**config.mk**
```make
export PLATFORM = sky130hd
export DESIGN_NAME = fault_reset_select
export DESIGN_NICKNAME = d
export VERILOG_FILES = /design/src/fault_reset_pkg.sv /design/src/fault_reset_select.sv /design/src/reset_source_mux.sv
export SDC_FILE = /design/constraint.sdc
export NUM_CORES = 1
export LEC_CHECK = 0
export BUFFER_PORTS_ARGS = -buffer_cell sky130_fd_sc_hd__buf_4
export CORE_ASPECT_RATIO = 0.7
export CORE_MARGIN = 2
export CORE_UTILIZATION = 35
export DETAILED_ROUTE_END_ITERATION = 10
export MAX_ROUTING_LAYER = met4
export PLACE_DENSITY = 0.58
export SLEW_MARGIN = 30
export SYNTH_ARGS = -nofsm -noshare
export SYNTH_HDL_FRONTEND = slang
export SYNTH_SLANG_ARGS = --single-unit
```
**constraint.sdc**
```tcl
create_clock -name clock_i -period 2.35 [get_ports clock_i]
set_clock_uncertainty 0.2 [all_clocks]
set_input_delay 0.235 -clock clock_i [delete_from_list [all_inputs] [get_ports clock_i]]
set_output_delay 0.235 -clock clock_i [all_outputs]
set_load 0.03 [all_outputs]
```
**src/fault_reset_pkg.sv**
```systemverilog
// Package with register map, selector codes and carrier types for the fault reset selector
package fault_reset_pkg;

   // Register byte addresses
   localparam logic [7:0] ctrl_addr = 8'h00;
   localparam logic [7:0] select_addr = 8'h04;
   localparam logic [7:0] status_addr = 8'h08;
   localparam logic [7:0] irq_status_addr = 8'h0c;
   localparam logic [7:0] irq_mask_addr = 8'h10;
   localparam logic [7:0] other_word_addr = 8'h14;

   // Control register field positions
   localparam int ctrl_event_type_bit = 0;
   localparam int ctrl_other_bit_lsb = 8;
   localparam int other_bit_width = 5;

   // Status register field positions
   localparam int stat_tripped_bit = 0;
   localparam int stat_source_bit = 1;
   localparam int stat_event_bit = 2;
   localparam int stat_fault_bit = 3;
   localparam int stat_warn_bit = 4;

   // Interrupt event positions
   localparam int irq_trip_bit = 0;
   localparam int irq_reset_bit = 1;
   localparam int irq_refused_bit = 2;
   localparam int irq_width = 3;

   // Event type encoding
   localparam logic event_is_fault = 1'b0;
   localparam logic event_is_warning = 1'b1;

   // Selector codes
   localparam logic [7:0] sel_not_selected = 8'h00;
   localparam logic [7:0] sel_selected = 8'h01;
   localparam logic [7:0] sel_input_first = 8'h02;
   localparam logic [7:0] sel_input_last = 8'h07;
   localparam logic [7:0] sel_timed_first = 8'h12;
   localparam logic [7:0] sel_timed_last = 8'h14;
   localparam logic [7:0] sel_super_first = 8'h18;
   localparam logic [7:0] sel_super_last = 8'h1a;
   localparam logic [7:0] sel_other = 8'hff;

   // Reset values
   localparam logic [7:0] select_reset = 8'h00;
   localparam logic [31:0] ctrl_reset = 32'h0000_0000;

   // AXI responses
   localparam logic [1:0] resp_okay = 2'b00;
   localparam logic [1:0] resp_slverr = 2'b10;

   // Source status words gathered together
   typedef struct packed {
      logic [5:0] input_delayed;
      logic [2:0] timed;
      logic [2:0] supervision;
      logic [31:0] other;
   } source_words_type;

   // Fault side inputs
   typedef struct packed {
      logic event5;
      logic fault_cause;
      logic fieldbus_reset;
   } fault_inputs_type;

endpackage

```
**src/fault_reset_select.sv**
```systemverilog
// Fault reset source selection with external event five classification and AXI4-Lite registers
// Function
// - Event five type bit: fault or warning
// - Selected source rising edge commands reset
// - Trip clears only when cause gone
// - Fieldbus reset accepted under any selector code
// - Codes 2..7 select delayed inputs 0..5
// - Codes 18..20 select timed function bits
// - Codes 24..26 select supervision bits
// - Any other word bit selectable
`timescale 1ns/1ps
`default_nettype none
module fault_reset_select (
   // Clock and reset
   input wire logic clock_i,
   input wire logic rst_n_i,
   // AXI4-Lite write channels
   input wire logic [7:0] s_axi_awaddr,
   input wire logic s_axi_awvalid,
   output logic s_axi_awready,
   input wire logic [31:0] s_axi_wdata,
   input wire logic [3:0] s_axi_wstrb,
   input wire logic s_axi_wvalid,
   output logic s_axi_wready,
   output logic [1:0] s_axi_bresp,
   output logic s_axi_bvalid,
   input wire logic s_axi_bready,
   // AXI4-Lite read channels
   input wire logic [7:0] s_axi_araddr,
   input wire logic s_axi_arvalid,
   output logic s_axi_arready,
   output logic [31:0] s_axi_rdata,
   output logic [1:0] s_axi_rresp,
   output logic s_axi_rvalid,
   input wire logic s_axi_rready,
   // Source status words
   input wire logic [5:0] logic_input_line_i,
   input wire logic [2:0] timed_status_i,
   input wire logic [2:0] supervision_status_i,
   // Fault side
   input wire logic event5_i,
   input wire logic fault_cause_i,
   input wire logic fieldbus_reset_i,
   // Results
   output logic event5_fault_o,
   output logic event5_warning_o,
   output logic tripped_o,
   output logic reset_pulse_o,
   output logic irq_o
);

   // Register state
   logic [31:0] ctrl;
   logic [7:0] select;
   logic [31:0] other_word;
   logic [fault_reset_pkg::irq_width-1:0] irq_status;
   logic [fault_reset_pkg::irq_width-1:0] irq_mask;
   logic [31:0] next_ctrl;
   logic [7:0] next_select;
   logic [31:0] next_other_word;
   logic [fault_reset_pkg::irq_width-1:0] next_irq_status;
   logic [fault_reset_pkg::irq_width-1:0] next_irq_mask;

   // Bus handshake state
   logic aw_held;
   logic w_held;
   logic [7:0] aw_addr;
   logic [31:0] w_data;
   logic [3:0] w_strb;
   logic next_aw_held;
   logic next_w_held;
   logic [7:0] next_aw_addr;
   logic [31:0] next_w_data;
   logic [3:0] next_w_strb;
   logic next_awready;
   logic next_wready;
   logic next_bvalid;
   logic [1:0] next_bresp;
   logic next_arready;
   logic next_rvalid;
   logic [31:0] next_rdata;
   logic [1:0] next_rresp;

   // Fault state
   logic source_now;
   logic source_last;
   logic fieldbus_last;
   logic next_tripped;
   logic next_event5_fault;
   logic next_event5_warning;
   logic next_reset_pulse;
   logic next_irq;
   logic do_write;
   logic reset_cmd;
   logic [31:0] status_word;

   fault_reset_pkg::source_words_type words;
   fault_reset_pkg::fault_inputs_type fault_in;

   assign words = '{input_delayed: logic_input_line_i, timed: timed_status_i,
                    supervision: supervision_status_i, other: other_word};
   assign fault_in = '{event5: event5_i, fault_cause: fault_cause_i, fieldbus_reset: fieldbus_reset_i};

   // Source selection, registered inside
   reset_source_mux source_mux (
      .clock_i(clock_i),
      .rst_n_i(rst_n_i),
      .select_i(select),
      .other_bit_i(ctrl[fault_reset_pkg::ctrl_other_bit_lsb +: fault_reset_pkg::other_bit_width]),
      .words_i(words),
      .source_o(source_now)
   );

   // Reset command: selected edge or fieldbus edge, never gated by selector
   assign reset_cmd = (source_now & ~source_last)
                    | (fault_in.fieldbus_reset & ~fieldbus_last);

   // Status word seen by software
   always_comb begin
      status_word = 32'h0000_0000;
      status_word[fault_reset_pkg::stat_tripped_bit] = tripped_o;
      status_word[fault_reset_pkg::stat_source_bit] = source_now;
      status_word[fault_reset_pkg::stat_event_bit] = fault_in.event5;
      status_word[fault_reset_pkg::stat_fault_bit] = event5_fault_o;
      status_word[fault_reset_pkg::stat_warn_bit] = event5_warning_o;
   end

   // Fault trip, classification and interrupt events
   always_comb begin
      next_event5_fault = fault_in.event5 && (ctrl[fault_reset_pkg::ctrl_event_type_bit]
                          == fault_reset_pkg::event_is_fault);
      next_event5_warning = fault_in.event5 && (ctrl[fault_reset_pkg::ctrl_event_type_bit]
                            == fault_reset_pkg::event_is_warning);
      next_tripped = tripped_o;
      next_reset_pulse = 1'b0;
      next_irq_status = irq_status;
      if (do_write && aw_addr == fault_reset_pkg::irq_status_addr && w_strb[0]) begin
         next_irq_status = irq_status & ~w_data[fault_reset_pkg::irq_width-1:0];
      end
      // New trip wins over a reset in the same cycle, even when already tripped
      if (next_event5_fault) begin
         next_tripped = 1'b1;
         next_irq_status[fault_reset_pkg::irq_trip_bit] = 1'b1;
      end else if (reset_cmd && tripped_o) begin
         // A cause that is still present keeps the trip latched
         if (!fault_in.fault_cause) begin
            next_tripped = 1'b0;
            next_reset_pulse = 1'b1;
            next_irq_status[fault_reset_pkg::irq_reset_bit] = 1'b1;
         end else begin
            next_irq_status[fault_reset_pkg::irq_refused_bit] = 1'b1;
         end
      end
      next_irq = |(next_irq_status & irq_mask);
   end

   // Write path: address and data taken in either order
   always_comb begin
      next_aw_held = aw_held;
      next_w_held = w_held;
      next_aw_addr = aw_addr;
      next_w_data = w_data;
      next_w_strb = w_strb;
      next_bvalid = s_axi_bvalid;
      next_bresp = s_axi_bresp;
      next_ctrl = ctrl;
      next_select = select;
      next_other_word = other_word;
      next_irq_mask = irq_mask;
      do_write = aw_held && w_held && !s_axi_bvalid;
      if (s_axi_awvalid && s_axi_awready) begin
         next_aw_held = 1'b1;
         next_aw_addr = s_axi_awaddr;
      end
      if (s_axi_wvalid && s_axi_wready) begin
         next_w_held = 1'b1;
         next_w_data = s_axi_wdata;
         next_w_strb = s_axi_wstrb;
      end
      if (do_write) begin
         next_aw_held = 1'b0;
         next_w_held = 1'b0;
         next_bvalid = 1'b1;
         next_bresp = fault_reset_pkg::resp_okay;
         for (int b = 0; b < 4; b++) begin
            if (w_strb[b]) begin
               case (aw_addr)
                  fault_reset_pkg::ctrl_addr: next_ctrl[b*8 +: 8] = w_data[b*8 +: 8];
                  fault_reset_pkg::other_word_addr: next_other_word[b*8 +: 8] = w_data[b*8 +: 8];
                  default: ;
               endcase
            end
         end
         case (aw_addr)
            fault_reset_pkg::ctrl_addr, fault_reset_pkg::other_word_addr,
            fault_reset_pkg::irq_status_addr: ;
            fault_reset_pkg::select_addr: begin
               if (w_strb[0]) begin
                  next_select = w_data[7:0];
               end
            end
            fault_reset_pkg::irq_mask_addr: begin
               if (w_strb[0]) begin
                  next_irq_mask = w_data[fault_reset_pkg::irq_width-1:0];
               end
            end
            fault_reset_pkg::status_addr: ;
            default: next_bresp = fault_reset_pkg::resp_slverr;
         endcase
      end else if (s_axi_bvalid && s_axi_bready) begin
         next_bvalid = 1'b0;
      end
      next_awready = !next_aw_held && !next_bvalid;
      next_wready = !next_w_held && !next_bvalid;
   end

   // Read path: one read at a time, answered a cycle after acceptance
   always_comb begin
      next_rvalid = s_axi_rvalid;
      next_rdata = s_axi_rdata;
      next_rresp = s_axi_rresp;
      if (s_axi_arvalid && s_axi_arready) begin
         next_rvalid = 1'b1;
         next_rresp = fault_reset_pkg::resp_okay;
         case (s_axi_araddr)
            fault_reset_pkg::ctrl_addr: next_rdata = ctrl;
            fault_reset_pkg::select_addr: next_rdata = {24'h00_0000, select};
            fault_reset_pkg::status_addr: next_rdata = status_word;
            fault_reset_pkg::irq_status_addr: next_rdata = {29'h0000_0000, irq_status};
            fault_reset_pkg::irq_mask_addr: next_rdata = {29'h0000_0000, irq_mask};
            fault_reset_pkg::other_word_addr: next_rdata = other_word;
            default: begin
               next_rdata = 32'h0000_0000;
               next_rresp = fault_reset_pkg::resp_slverr;
            end
         endcase
      end else if (s_axi_rvalid && s_axi_rready) begin
         next_rvalid = 1'b0;
      end
      next_arready = !next_rvalid;
   end

   // All state registers
   always_ff @(posedge clock_i or negedge rst_n_i) begin
      if (!rst_n_i) begin
         ctrl <= fault_reset_pkg::ctrl_reset;
         select <= fault_reset_pkg::select_reset;
         other_word <= 32'h0000_0000;
         irq_status <= '0;
         irq_mask <= '0;
         aw_held <= 1'b0;
         w_held <= 1'b0;
         aw_addr <= 8'h00;
         w_data <= 32'h0000_0000;
         w_strb <= 4'h0;
         s_axi_awready <= 1'b0;
         s_axi_wready <= 1'b0;
         s_axi_bvalid <= 1'b0;
         s_axi_bresp <= 2'b00;
         s_axi_arready <= 1'b0;
         s_axi_rvalid <= 1'b0;
         s_axi_rdata <= 32'h0000_0000;
         s_axi_rresp <= 2'b00;
         source_last <= 1'b1; // Avoid a false edge at release
         fieldbus_last <= 1'b1;
         tripped_o <= 1'b0;
         event5_fault_o <= 1'b0;
         event5_warning_o <= 1'b0;
         reset_pulse_o <= 1'b0;
         irq_o <= 1'b0;
      end else begin
         ctrl <= next_ctrl;
         select <= next_select;
         other_word <= next_other_word;
         irq_status <= next_irq_status;
         irq_mask <= next_irq_mask;
         aw_held <= next_aw_held;
         w_held <= next_w_held;
         aw_addr <= next_aw_addr;
         w_data <= next_w_data;
         w_strb <= next_w_strb;
         s_axi_awready <= next_awready;
         s_axi_wready <= next_wready;
         s_axi_bvalid <= next_bvalid;
         s_axi_bresp <= next_bresp;
         s_axi_arready <= next_arready;
         s_axi_rvalid <= next_rvalid;
         s_axi_rdata <= next_rdata;
         s_axi_rresp <= next_rresp;
         source_last <= source_now;
         fieldbus_last <= fault_in.fieldbus_reset;
         tripped_o <= next_tripped;
         event5_fault_o <= next_event5_fault;
         event5_warning_o <= next_event5_warning;
         reset_pulse_o <= next_reset_pulse;
         irq_o <= next_irq;
      end
   end

endmodule
`default_nettype wire

```
**src/reset_source_mux.sv**
```systemverilog
// Selector that routes one status bit to the external fault reset request
`timescale 1ns/1ps
`default_nettype none
module reset_source_mux (
   // Clock and reset
   input wire logic clock_i,
   input wire logic rst_n_i,
   // Selection
   input wire logic [7:0] select_i,
   input wire logic [fault_reset_pkg::other_bit_width-1:0] other_bit_i,
   input wire fault_reset_pkg::source_words_type words_i,
   // Registered selected level
   output logic source_o
);

   logic next_source;

   // Pick the source bit for the current code
   always_comb begin
      next_source = 1'b0;
      if (select_i == fault_reset_pkg::sel_selected) begin
         next_source = 1'b1;
      end else if (select_i >= fault_reset_pkg::sel_input_first &&
                   select_i <= fault_reset_pkg::sel_input_last) begin
         next_source = words_i.input_delayed[3'(select_i - fault_reset_pkg::sel_input_first)];
      end else if (select_i >= fault_reset_pkg::sel_timed_first &&
                   select_i <= fault_reset_pkg::sel_timed_last) begin
         next_source = words_i.timed[2'(select_i - fault_reset_pkg::sel_timed_first)];
      end else if (select_i >= fault_reset_pkg::sel_super_first &&
                   select_i <= fault_reset_pkg::sel_super_last) begin
         next_source = words_i.supervision[2'(select_i - fault_reset_pkg::sel_super_first)];
      end else if (select_i == fault_reset_pkg::sel_other) begin
         next_source = words_i.other[other_bit_i];
      end
   end

   // Registered so the edge detector sees a clean level
   always_ff @(posedge clock_i or negedge rst_n_i) begin
      if (!rst_n_i) begin
         source_o <= 1'b0;
      end else begin
         source_o <= next_source;
      end
   end

endmodule
`default_nettype wire

```
* Word-level counts from Yosys, hierarchy flattened
Index checks and enable logic that the tools add are counted.
** Word-level totals
- Bits of input ports :: 74
- Output and inout bits :: 46
- Flip-flop bits (word level) :: 173
- Word-level logic and storage cells :: 142
** Operators by class
- Bitwise gates (word level) :: 9
- Equality and inequality tests :: 13
- Reduce and logical (&&, ||, !) cells :: 39
- Magnitude comparators :: 10
- Muxes and demuxes :: 36
- $add $sub $neg :: 3
** Operators with widths (number)
- $pmux W32 S6 :: 1
- $eq A8 B4 Y1 const B :: 4
- $eq A8 B5 Y1 const B :: 4
- $reduce_and A3 Y1 :: 10
- $mux W1 :: 26
- $logic_and A1 B1 Y1 :: 17
- $eq A8 B3 Y1 const B :: 2
- $ge A8 B5 Y1 const B :: 2
- $le A8 B5 Y1 const B :: 2
- $logic_not A8 Y1 :: 2
- $reduce_or A6 Y1 :: 2
- $eq A8 B1 Y1 const B :: 1
- $eq A8 B8 Y1 const B :: 1
- $ge A8 B2 Y1 const B :: 1
- $le A8 B3 Y1 const B :: 1
- $mux W2 :: 4
- $and A3 B3 Y3 :: 2
- $lt A2 B3 Y1 const B :: 2
- $lt A5 B6 Y1 const B :: 1
- $bmux W1 S5 :: 1
- $logic_not A1 Y1 :: 5
- $bmux W1 S2 :: 2
- $lt A3 B4 Y1 const B :: 1
- $bmux W1 S3 :: 1
- 12 further kinds :: 15

* Logic depth before layout (Yosys ltp)
- Depth after elaboration :: 10
- Depth in mapped cells :: 8

* By module
Synthesis repeated with hierarchy kept, for this count alone.
** Second synthesis, totals
- Cells, all modules :: 566
- Area total of the unflattened synthesis :: 7542.2 um2
** By module, submodules not included
- fault_reset_select :: cells each 500, area each 6955.4 um2, times used 1
- reset_source_mux :: cells each 66, area each 586.8 um2, times used 1

* Worst setup path after synthesis
No wires, ideal clock.
- Path kind :: reg-to-reg
- From :: reg aw_addr[0]
- To :: reg irq_mask[0] in the netlist's numbering
- Data required time :: 2022 ps
- Clock period less this slack :: 2217 ps
- Setup time :: 128 ps
- Path slack :: 133 ps
- Stages on the path, launching flop included :: 7
- Data arrival time :: 1889 ps
- Cells stage by stage :: dfrtp_1 or4_4 nor4_2 and2_1 buf_4 nand3b_1 mux2_1
** On the way
- Word-level cells in the longest chain between the ends :: 2
** RTL lines
- start, declared :: RTL line fault_reset_select.sv:67 : logic [7:0] aw_addr;
- start signal, assigned :: RTL line fault_reset_select.sv:279 : aw_addr <= next_aw_addr;
- $eq A8 B5 Y1 :: RTL line fault_reset_select.sv:194 : case (aw_addr)
- $reduce_and A3 Y1 (no line)
- end signal, assigned :: RTL line fault_reset_select.sv:276 : irq_mask <= next_irq_mask;
- end, declared :: RTL line fault_reset_select.sv:57 : logic [fault_reset_pkg::irq_width-1:0] irq_mask;
No other way between the ends.
A chain may end at the register's enable or synchronous reset.

* Final worst setup path
- From :: reg aw_addr[6]
- To :: reg irq_o
** On the way
- Word-level cells in the longest chain between the ends :: 9
- Elaborated cells between the ends (all ways) :: 11
** RTL lines
- $eq A8 B4 Y1 * :: RTL line fault_reset_select.sv:137 : if (do_write && aw_addr == fault_reset_pkg::irq_status_addr && w_strb[0]) begin
- $logic_and A1 B1 Y1 * (2 in a row) :: RTL line fault_reset_select.sv:137
- $mux W3 * :: RTL line fault_reset_select.sv:137
- $mux W1 :: RTL line fault_reset_select.sv:146 : if (!fault_in.fault_cause) begin
- $mux W2 :: RTL line fault_reset_select.sv:144 : end else if (reset_cmd && tripped_o) begin
- $mux W2 * :: RTL line fault_reset_select.sv:141 : if (next_event5_fault) begin
- via next_irq_status (one bit) :: RTL line fault_reset_select.sv:61 : logic [fault_reset_pkg::irq_width-1:0] next_irq_status;
- $and A3 B3 Y3 * :: RTL line fault_reset_select.sv:154 : next_irq = |(next_irq_status & irq_mask);
- $reduce_or A3 Y1 * :: RTL line fault_reset_select.sv:154
- via next_irq :: RTL line fault_reset_select.sv:92 : logic next_irq;
- end signal, assigned :: RTL line fault_reset_select.sv:296 : irq_o <= next_irq;
- end, declared :: RTL line fault_reset_select.sv:49 : output logic irq_o
Mark *: on every way through the listed nets, which the timed path passes. The rest lies on a longest branch.

==> impl_metrics.json <==
{
  "wl_um": 18100,
  "min_period_ps": 2280,
  "initial_core_util": 0.358,
  "clk_latency_ps": 430,
  "place_ws_ps": -116,
  "grt_antenna_before_repair": 0,
  "clk_pin_slew_ps": 70,
  "slew_viol_final": 0,
  "yosysUniqueCellTypes": 59,
  "cp-start-kind": "flip-flop",
  "fillers": 1860,
  "rr_worst_depth": 7,
  "place_hpwl_um": 13200,
  "path_cells": "or4_4, buf_4, nor4_4, buf_4, nand2_1, a21o_1, a221o_1",
  "grt_max_degree": 62,
  "required_ps": 2460,
  "layoutNonFillerInstCount": 1031,
  "vias": 5143,
  "grt_pass1_vias": 5346,
  "cts_buffers": 17,
  "setup_ws_ps": 71.6,
  "end_kind": "flip-flop",
  "tightest_slew_ps": 594,
  "tritoncts": "yes",
  "rows": 44,
  "dpl_cell_area_um2": 8790,
  "maxCapViolations": 0,
  "p_leak_nw": 4.64,
  "fin_nets": 817,
  "route.detailed.drc": 0,
  "ys_seq_area_frac": 0.573,
  "maxSlewHeadroom": 0.604,
  "startpoint": "aw_addr[6]$_DFFE_PN0P_",
  "yosysTopAreaCellShare": 0.566,
  "synth_area_um2": 7470,
  "timing.rr.end": "irq_o$_DFF_PN0_",
  "cp.buffers_inverters": 2,
  "die_w_um": 179,
  "place_congestion": 0.813,
  "fin_tns_setup_ps": 0,
  "holdWs_ps": 53.2,
  "yosysMostFrequentCell": "dfrtp_1",
  "ir_worst_vdd_uv": 552,
  "reg2reg_slack_ps": 70,
  "cp.arrival_ps": 2390,
  "async_flop_share": 1.00,
  "netlist_instances": 565,
  "path_max_fanout": 3,
  "critical-path-top-delay-family": "simple AND/OR/NAND/NOR gates",
  "yosysWarningCount": 0,
  "setup_viol": 0,
  "grtUsageTotal": 0.174,
  "syn_to_final_growth_pct": 33.6,
  "yosys_most_used_dff": "dfrtp_1",
  "htreeDepth": 4,
  "drt_iter0_markers": 238,
  "io_buffers": 117,
  "critical_path_class": "reg -> reg",
  "cpMaxStageDelayCell": "or4_4",
  "synth.avg_cell_area_um2": 13.2,
  "synth_top_area_cell": "dfrtp_1",
  "first_pass_iters": 4,
  "yosys-top-cells-area": "dfrtp_1 57%, mux2_1 11%, mux2_2 7.2%",
  "insertedDiodeCount": 0,
  "drtAntennaViolNets": 0,
  "clock_sinks": 171,
  "power_density_nw_per_um2": 885,
  "core_area_um2": 20900,
  "grt_pass1_wl_um": 29100,
  "grt_overflow_total": 0,
  "dpl.cell_count": 946,
  "status": "finished, final reports clean",
  "hold_viol": 0,
  "crit_top_cell": "buf_4",
  "rsz0062_at_grt": "yes",
  "drive_above_1_share": 0.331,
  "multiInputGateArea_um2": 3020,
  "endpoint": "irq_o$_DFF_PN0_",
  "io_pins": 120,
  "crit_cells": 7,
  "die_h_um": 126,
  "seqCellArea_um2": 4280,
  "clockRootBuffer": "clkbuf_16",
  "ys_ff_latch": 171,
  "clk_path_buf_depth": 2,
  "crit_path_max_incr_delay_ps": 560,
  "synth_common_cells": "169 x dfrtp_1, 72 x mux2_1, 48 x mux2_2, 40 x nand2_1, 27 x o21ai_1",
  "r2r_start": "aw_addr[6]$_DFFE_PN0P_",
  "fin_crit_sh": 0.970,
  "die_area_um2": 22600,
  "post_drt_wl_per_cell_um": 17.6,
  "stdcell_area_um2": 9980,
  "vias_per_cell": 4.99,
  "synth_edf_count": 0,
  "fmax_mhz": 439,
  "hold_path.class": "in -> reg"
}
-- cells by family after synthesis --
| group | after synthesis | share of synthesized area |
|---|---|---|
| buffers and inverters | 47 | 0.0266 |
| AND/OR/NAND/NOR | 107 | 0.0841 |
| AO/OA/AOI/OAI | 94 | 0.0810 |
| multiplexers | 144 | 0.233 |
| flip-flops | 171 | 0.573 |
| adder cells (fa/ha/maj) | 1 | 0.00167 |
| other | 1 | 0.000502 |
-- power by group --
group	leakage (nW)	internal, mW	switching, mW
clock network	0.304	1.81	1.22
registers	2.24	3.57	0.638
logic	2.10	0.926	0.676
total	4.64	6.30	2.53
-- layout by cell type (no fill, tap or decap), types with 13 or more instances in the layout --
cell type,instances
o21ai_0,14
buf_4,132
clkbuf_16,17
o21ai_1,27
a22oi_1,24
nand2_1,40
dlygate4sd3_1,52
mux2_2,48
mux2_1,72
inv_1,13
dfrtp_1,169
-- tightest hold or removal path: stages --
cell and delay (ps):
buf_4 110, nand2_1 80, a211o_1 150, o21ai_1 70
-- how the worst min path moves through the flow --
stage	start	endpoint	slack, ps	depth (start not counted)
after floorplan	rst_n_i	aw_addr[0]$_DFFE_PN0P_	-260	0
after global placement	rst_n_i	s_axi_rdata[28]$_DFFE_PN0P_	60	1
after detailed placement	rst_n_i	s_axi_rdata[29]$_DFFE_PN0P_	60	1
after CTS	s_axi_araddr[5]	s_axi_rdata[7]$_DFFE_PN0P_	40	5
after global routing	s_axi_arvalid	s_axi_rdata[0]$_DFFE_PN0P_	100	4
final	s_axi_arvalid	s_axi_rdata[0]$_DFFE_PN0P_	50	4
-- through the flow --
stage          total power [mW]   util
3_3_place_gp               5.68  0.421
2_1_floorplan              5.04      -
6_report                   8.83  0.478
3_5_place_dp               5.77  0.421
4_1_cts                    8.91  0.477
5_1_grt                    9.25  0.478
-- cell type report --
cell class,count,share of cell area
sequential,171,0.429
multi-input combinational,348,0.303
timing repair buffer,191,0.165
clock buffer,18,0.0430
tap,276,0.0346
clock inverter,14,0.0208
inverter,13,0.00489
-- state kept, by name, indices dropped and copies added, names as in the netlist, 3 cells and up --
signal / flops
aw_addr: 8
ctrl: 32
irq_mask: 3
irq_status: 3
other_word: 32
s_axi_rdata: 32
select: 8
w_data: 32
w_strb: 4
-- per-layer routing --
metal | vias up | GRT usage | wire length (um) | part of all wire
met5 | - | - | 0 | 0
met3 | 10 | 0.0383 | 828 | 0.046
met2 | 130 | 0.248 | 7910 | 0.44
met4 | 0 | 0.0387 | 127 | 0.0070
met1 | 2599 | 0.253 | 9260 | 0.51
li1 | 2404 | - | - | -
-- timing repair --
item / 4_1_cts / 5_1_grt
gates resized for setup: 4 / 3
setup endpoints to repair: 61 / 60
endpoints found under the hold margin: 113 / 0
hold buffers: 52 / 0
buffers inserted: 0 / 1
pin swaps: 1 / 5
Note: power is estimated with default switching activity, not from simulation.
